==> src/lsg_consts.svh <==
`ifndef LSG_CONSTS_SVH
`define LSG_CONSTS_SVH
// Port geometry and bus address width
`define LSG_LINES 18
`define LSG_AW 12
// Register byte offsets
`define LSG_OFF_DIR 12'h000
`define LSG_OFF_LEVEL 12'h004
`define LSG_OFF_CFG 12'h008
`define LSG_OFF_MASK 12'h00C
`define LSG_OFF_PEND 12'h010
`define LSG_OFF_EVST 12'h014
`define LSG_OFF_EVMSK 12'h018
// Reset values
`define LSG_RST_DIR 18'h00000
`define LSG_RST_LEVEL 18'h00000
`define LSG_RST_CFG 5'h00
`define LSG_RST_MASK 22'h3FFFFF
`define LSG_RST_EVMSK 2'h0
// Line groups on the board
`define LSG_LED_MASK 18'h000F0
`define LSG_SEGMENT_FIELD_MASK 18'h1FC00
`define LSG_DIP_MASK 18'h0000F
`define LSG_EXT_LINE 8
// Field positions
`define LSG_CFG_EN 4
`define LSG_CFG_POL 3
`define LSG_CFG_FALL 1
`define LSG_CFG_RISE 0
`define LSG_MASK_EXT0 0
`define LSG_MASK_GLOBAL 21
`define LSG_EV_EXT 0
`define LSG_EV_DIP 1
`endif

==> src/lsg_pkg.sv <==
`include "lsg_consts.svh"
package lsg_pkg;
  typedef logic [`LSG_LINES-1:0] lsg_line_t;

  // APB request from the master
  typedef struct packed {
    logic psel;
    logic penable;
    logic pwrite;
    logic [`LSG_AW-1:0] paddr;
    logic [31:0] pwdata;
  } lsg_apb_req_s;

  // APB answer to the master
  typedef struct packed {
    logic [31:0] prdata;
    logic pready;
    logic pslverr;
  } lsg_apb_rsp_s;

  // Whole state of the port
  typedef struct packed {
    lsg_line_t dir;
    lsg_line_t level;
    logic [4:0] cfg;
    logic [21:0] mask;
    logic pend;
    logic [1:0] evst;
    logic [1:0] evmsk;
    lsg_line_t sync_a;
    lsg_line_t sync_b;
    lsg_line_t prev;
    lsg_apb_rsp_s rsp;
    lsg_line_t pin_drv;
    logic irq;
  } lsg_state_s;
endpackage

==> src/lsg_gpio.sv <==
`timescale 1ns/1ps
`default_nettype none
`include "lsg_consts.svh"
module lsg_gpio (
  input wire logic i_clk,
  input wire logic i_nrst,
  input wire lsg_pkg::lsg_apb_req_s i_apb,
  output lsg_pkg::lsg_apb_rsp_s o_apb,
  input wire lsg_pkg::lsg_line_t i_pin,
  output lsg_pkg::lsg_line_t o_pin,
  output lsg_pkg::lsg_line_t o_pin_oe,
  output logic o_irq
);

  ////////////////////////////////////////////////////////////////////////////
  // Reset image of the state

  localparam lsg_pkg::lsg_state_s RST_STATE = '{
    dir: `LSG_RST_DIR,
    level: `LSG_RST_LEVEL,
    cfg: `LSG_RST_CFG,
    mask: `LSG_RST_MASK,
    pend: 1'b0,
    evst: 2'h0,
    evmsk: `LSG_RST_EVMSK,
    sync_a: '0,
    sync_b: '0,
    prev: '0,
    rsp: '0,
    pin_drv: '0,
    irq: 1'b0
  };

  lsg_pkg::lsg_state_s st;
  lsg_pkg::lsg_state_s next_st;
  logic apb_setup;
  logic apb_done;
  logic apb_wr;
  logic apb_rd;
  logic ext_lvl;
  logic ext_prv;
  logic ext_hit;
  logic ext_ev;
  logic dip_ev;

  ////////////////////////////////////////////////////////////////////////////
  // Register read decode, shared by the read path and error reporting

  // Returns {error, data}; unmapped offsets answer zero with an error
  function automatic logic [32:0] read_word(input lsg_pkg::lsg_state_s s,
                                            input logic [`LSG_AW-1:0] addr);
    logic [32:0] r;
    r = {1'b0, 32'h00000000};
    unique case (addr)
      `LSG_OFF_DIR: r[31:0] = 32'(s.dir);
      // Inputs read the pin, outputs read back the stored level
      `LSG_OFF_LEVEL: r[31:0] = 32'((s.level & s.dir) | (s.sync_b & ~s.dir));
      `LSG_OFF_CFG: r[31:0] = 32'(s.cfg);
      `LSG_OFF_MASK: r[31:0] = 32'(s.mask);
      `LSG_OFF_PEND: r[31:0] = 32'(s.pend);
      `LSG_OFF_EVST: r[31:0] = 32'(s.evst);
      `LSG_OFF_EVMSK: r[31:0] = 32'(s.evmsk);
      default: r[32] = 1'b1;
    endcase
    return r;
  endfunction

  ////////////////////////////////////////////////////////////////////////////
  // Bus phase decode
  // Register map, one aligned word each:
  //   0x000 direction, one bit per line, one drives the line
  //   0x004 level; outputs read back the stored bit, inputs the pin
  //   0x008 interrupt configuration: enable, polarity, falling, rising
  //   0x00C interrupt mask: bit 0 masks line 8, bit 21 blocks all delivery but not pending
  //   0x010 pending: set by a line 8 event, write one to clear
  //   0x014 event status: sticky, cleared by the read that returns it
  //   0x018 event mask for the status bits
  // Other offsets answer zero with an error and ignore writes.
  // Level mode sets pending again every cycle while the line is active,
  // so software that clears it in level mode sees it return at once.
  // The answer is registered from the setup cycle, so read data is the
  // value of the registers at that edge, not at the completing edge.
  // Masters must not stretch the access phase; pready is a single pulse.

  // Answer is registered, so every access takes exactly one wait-free access cycle
  assign apb_setup = i_apb.psel & ~i_apb.penable;
  assign apb_done = i_apb.psel & i_apb.penable & st.rsp.pready;
  assign apb_wr = apb_done & i_apb.pwrite;
  assign apb_rd = apb_done & ~i_apb.pwrite;

  ////////////////////////////////////////////////////////////////////////////
  // External interrupt detection on line 8

  // Polarity folds in first so edge modes work on the active sense
  assign ext_lvl = st.sync_b[`LSG_EXT_LINE] ~^ st.cfg[`LSG_CFG_POL];
  assign ext_prv = st.prev[`LSG_EXT_LINE] ~^ st.cfg[`LSG_CFG_POL];

  // Single-edge modes turn one switch pulse into one event; both-edge mode gives two
  always_comb
  begin
    unique case ({st.cfg[`LSG_CFG_FALL], st.cfg[`LSG_CFG_RISE]})
      2'b00: ext_hit = ext_lvl;
      2'b01: ext_hit = ext_lvl & ~ext_prv;
      2'b10: ext_hit = ~ext_lvl & ext_prv;
      2'b11: ext_hit = ext_lvl ^ ext_prv;
    endcase
  end

  assign ext_ev = st.cfg[`LSG_CFG_EN] & ext_hit;
  // Any change on a DIP line that is an input
  assign dip_ev = |((st.sync_b ^ st.prev) & `LSG_DIP_MASK & ~st.dir);

  ////////////////////////////////////////////////////////////////////////////
  // Next state

  always_comb
  begin
    next_st = st;
    // Two-stage synchroniser, then a history stage for edges
    next_st.sync_a = i_pin;
    next_st.sync_b = st.sync_a;
    next_st.prev = st.sync_b;
    // Register writes take effect at the completing edge only
    if (apb_wr)
    begin
      unique case (i_apb.paddr)
        `LSG_OFF_DIR: next_st.dir = i_apb.pwdata[`LSG_LINES-1:0];
        `LSG_OFF_LEVEL: next_st.level = i_apb.pwdata[`LSG_LINES-1:0];
        `LSG_OFF_CFG: next_st.cfg = i_apb.pwdata[4:0];
        `LSG_OFF_MASK: next_st.mask = i_apb.pwdata[21:0];
        `LSG_OFF_PEND: next_st.pend = st.pend & ~i_apb.pwdata[0];
        `LSG_OFF_EVMSK: next_st.evmsk = i_apb.pwdata[1:0];
        default: next_st.pend = st.pend;
      endcase
    end
    // Read clears only the bits that were returned, so a late event survives
    if (apb_rd && i_apb.paddr == `LSG_OFF_EVST)
      next_st.evst = st.evst & ~st.rsp.prdata[1:0];
    // Hardware sets win over any clear in the same cycle
    if (ext_ev)
      next_st.pend = 1'b1;
    next_st.evst[`LSG_EV_EXT] = next_st.evst[`LSG_EV_EXT] | ext_ev;
    next_st.evst[`LSG_EV_DIP] = next_st.evst[`LSG_EV_DIP] | dip_ev;
    // Answer is raised for exactly the first access cycle
    next_st.rsp.pready = apb_setup;
    if (apb_setup)
      {next_st.rsp.pslverr, next_st.rsp.prdata} = read_word(st, i_apb.paddr);
    else if (apb_done)
      next_st.rsp.pslverr = 1'b0;
    // Input lines never drive, whatever their level bit holds
    next_st.pin_drv = next_st.level & next_st.dir;
    // Global bit blocks delivery but not pending
    next_st.irq = ~next_st.mask[`LSG_MASK_GLOBAL] &
                  ((next_st.pend & ~next_st.mask[`LSG_MASK_EXT0]) |
                   (|(next_st.evst & next_st.evmsk)));
  end

  ////////////////////////////////////////////////////////////////////////////
  // State register

  // Synchronous reset loads constants only
  always_ff @(posedge i_clk)
  begin
    if (!i_nrst)
      st <= RST_STATE;
    else
      st <= next_st;
  end

  // Outputs come straight from state flops
  assign o_apb = st.rsp;
  assign o_pin = st.pin_drv;
  assign o_pin_oe = st.dir;
  assign o_irq = st.irq;
endmodule
`default_nettype wire

==> config.mk <==
export PLATFORM = sky130hd
export DESIGN_NAME = lsg_gpio
export DESIGN_NICKNAME = d
export VERILOG_FILES = /design/src/lsg_pkg.sv /design/src/lsg_gpio.sv
export VERILOG_INCLUDE_DIRS = /design/src /design/src/src
export SDC_FILE = /design/constraint.sdc
export NUM_CORES = 1
export LEC_CHECK = 0
export ABC_CLOCK_PERIOD_IN_PS = 4100
export BUFFER_PORTS_ARGS = -buffer_cell sky130_fd_sc_hd__clkbuf_2
export CORE_MARGIN = 3
export CORE_UTILIZATION = 40
export DETAILED_ROUTE_END_ITERATION = 7
export RECOVER_POWER = 25
export SLEW_MARGIN = 20
export SYNTH_ARGS = -nofsm -noshare
export SYNTH_HDL_FRONTEND = slang
export SYNTH_SLANG_ARGS = --single-unit
==> constraint.sdc <==
create_clock -name i_clk -period 4.1 [get_ports i_clk]
set_input_delay 0.82 -clock i_clk [delete_from_list [all_inputs] [get_ports i_clk]]
set_output_delay 0.82 -clock i_clk [all_outputs]
set_load 0.02 [all_outputs]
==> results by group <==
Run status
  – Status: finished, violations left
  – Failing checks: max-capacitance violations, max-slew violations

Finish
  – Final Cell Area: 0.00741 mm^2
  – Fill cells: 1615
  – Diode count: 0
  – Area growth, synth to finish: 12.0%
  – Area of the multi-input gates: 0.00279 mm^2
  – Commonest non-fill, non-tap cell in the layout: dfxtp_1
  – Share of post-route cells with drive strength above 1: 20.0%
  – Finished Layout Cells: 1033
  – Sequential cell area: 0.00304 mm^2
  – Most frequent cells in the layout: dfxtp_1 (152), nand2_1 (146), clkbuf_2 (106)
  – Final nets: 873

Timing
  – Final Hold Viols: 0
  – Worst-margin pin slew: 1.55 ns
  – Fin Setup TNS: 0 ns
  – Final setup viols: 0
  – Clock Skews: 0.00814 ns
  – Final critical-path share of the clock period: 71.4%
  – Tmin final: 2.93 ns
  – Max-slew violations: 40
  – Max Freq: 0.341 GHz
  – Final worst slack: 1.17 ns
  – Slew margin rel.: -3.64%
  – RSZ-0062 raised after global routing: false

Synth
  – Sequential share of the synthesized area: 46.0%
  – Post-synth ARST share: 0%
  – Mapped Avg Cell Area: 8.66 um^2
  – Synth Warn #: 0
  – Xor/xnor share of the synthesized area: 0.795%
  – Yosys top cell area share: 46.0%
  – Synth unique cells: 57
  – Simple-Gate Fraction of Synth Area: 23.3%
  – Leading area contributor after synthesis: dfxtp_1
  – Post-synthesis cell count: 764
  – Post-synthesis adder-cell area fraction: 0.378%
  – Mux contribution to synthesized area: 1.57%
  – Main combinational cell family by area after synthesis: simple AND/OR/NAND/NOR gates
  – Compound-Gate Fraction of Synth Area: 15.6%
  – Synth Flop Type: dfxtp_1
  – #FFs+latches synth: 152
  – Synthesized area: 0.00661 mm^2
  – EDFF count, synth: 0
  – Top post-synthesis cells by area: dfxtp_1 (46%), nand2_1 (8.3%), buf_4 (7.9%)

Worst setup path
  – Crit-path max FO: 20
  – Kind of critical path: input port to register
  – WP data required: 4.40 ns
  – Max stage delay on crit path: 0.78 ns
  – Critical Path End Type: register
  – Worst setup SP type: input port
  – Crit-path slowest cell: or3_1
  – Worst R2R Setup Slack: 2.02 ns
  – CP top delay family: simple AND/OR/NAND/NOR gates
  – CP Buf/Inv Count: 1
  – CP arrival: 3.23 ns
  – CP cell instances: clkbuf_2, or4_4, or4b_4, or3_1, nand2_1, a21boi_1

CTS
  – Post-cts resize count: 0
  – Maximum number of buffers from clock root to sink: 2
  – CTS tree: built
  – Post-CTS Setup Bufs: 0
  – H-tree depth: 4
  – Clock Latency Late Sink: 0.42 ns
  – CTS root buf: clkbuf_16
  – Clk slew on worst S/H paths: 0.06 ns
  – CTS Hold Buffers Added: 0
  – TritonCTS buffer count: 17
  – CTS Sinks: 152

Routing
  – Vias/cell: 4.90
  – Pre-antenna DRT Iters: 5
  – Via count: 5064
  – Routed wire length: 15.8 mm
  – Final ANT Viol Nets: 0
  – Wire per inst: 15.3 um
  – Initial drt markers: 340
  – DRC viols: 0

Global routing
  – Pin count of the biggest net entering global routing: 52
  – Gr ovfl total: 0
  – Global-route wire length before repair: 25.5 mm
  – GRT Util Overall: 17.7%
  – Vias in the first global route: 4894
  – Initial antenna violation count: 0

Placement
  – DP HPWL: 10.5 mm
  – Final GP Congestion: 0.776
  – Placed insts: 1001
  – Worst slack, placed: 0.735 ns
  – IO Port Bufs: 117
  – Placed inst area: 0.00682 mm^2

Floorplanning
  – I/O Pins: 138
  – Die width: 135 um
  – Core Area: 0.0161 mm^2
  – Die area: 0.0181 mm^2
  – Die height: 135 um
  – # rows: 46
  – Initial core utilization: 41.2%

Flow run
  – Max-cap viol count: 1

Min path
  – HP Class: register to register

Pwr
  – Cell Pwr Density: 438 mW/mm^2
  – Static Leak: 2.89 nW
  – IR Drop Worst-Case VDD: 0.000308 V
  – Final total power: 0.00324 W
## metal layers
metal	vias up	wire length (um)	GRT usage (%)
met5	-	0	0
met4	0	150	5.20
met3	13	777	4.73
met2	116	7300	28.0
met1	2353	7570	23.9
li1	2582	-	-
## area by class of cell
cell class,instances,area share [%]
Sequential cell,152,41.1
Multi-Input combinational cell,493,37.7
Timing Repair Buffer,127,8.68
Clock buffer,18,5.93
Tap cell,216,3.65
Clock inverter,14,2.31
Inverter,13,0.659
## cell families after synthesis
group / count (synthesis)
and+or+nand+nor: 317
xor gates and xnor gates: 6
muxes: 10
buffers and inverters: 128
other: 1
adders and majority gates: 2
DFF: 152
AOI/OAI and AO/OA: 148
## stage by stage
| stage | util [%] | hold slack [ns] |
|---|---|---|
| after floorplan | - | 0.412 |
| after global placement | 42.5 | 0.414 |
| after detailed placement | 42.5 | 0.420 |
| after CTS | 46.3 | 0.429 |
| after global routing | 46.1 | 0.442 |
| final | 46.1 | 0.425 |
## flip-flops by register name, summed over array words and instances, names as in the netlist
name,count
o_irq,1
next_st,36
st,55
o_apb,24
o_pin,18
o_pin_oe,18
## synth_stat cells (2+ instances only)
library cell  count
buf_6             8
or4_1             2
ha_1              2
nand2_1         146
o31a_1            3
nand3_1          29
buf_1             2
a21boi_0         15
and3_1            4
a311oi_1         10
nor3b_1           2
buf_2             6
o221ai_2          4
o21ai_0          24
nand3b_1          3
mux2_2            3
a21boi_1         28
xnor2_1           5
o22ai_1           3
dfxtp_1         152
mux2i_1           7
or3_1             3
o221ai_1         14
and2_1           45
nand2b_1          2
buf_4            70
nor3_1           10
inv_1            12
nand4b_1          2
clkbuf_1         28
nor2_1           50
a21oi_1          35
o21a_1            4
nor2b_1           7
nor4_4            2
## power by group
part           leakage, nW  internal, W  switching [W]
logic                 1.36    0.0000518      0.0000818
clock network        0.293     0.000977       0.000628
registers             1.23      0.00150     0.00000730
## worst paths after layout
kind	startpoint	to	cells past startpoint
worst max-delay path	i_apb[41]	o_pin_oe[6]	6
worst min-delay path	next_st[72]	next_st[54]	1
worst max register to register	o_apb[1]	st[117]	5
worst min register to register	next_st[72]	next_st[54]	1
Note: power is estimated with default switching activity, not from simulation.
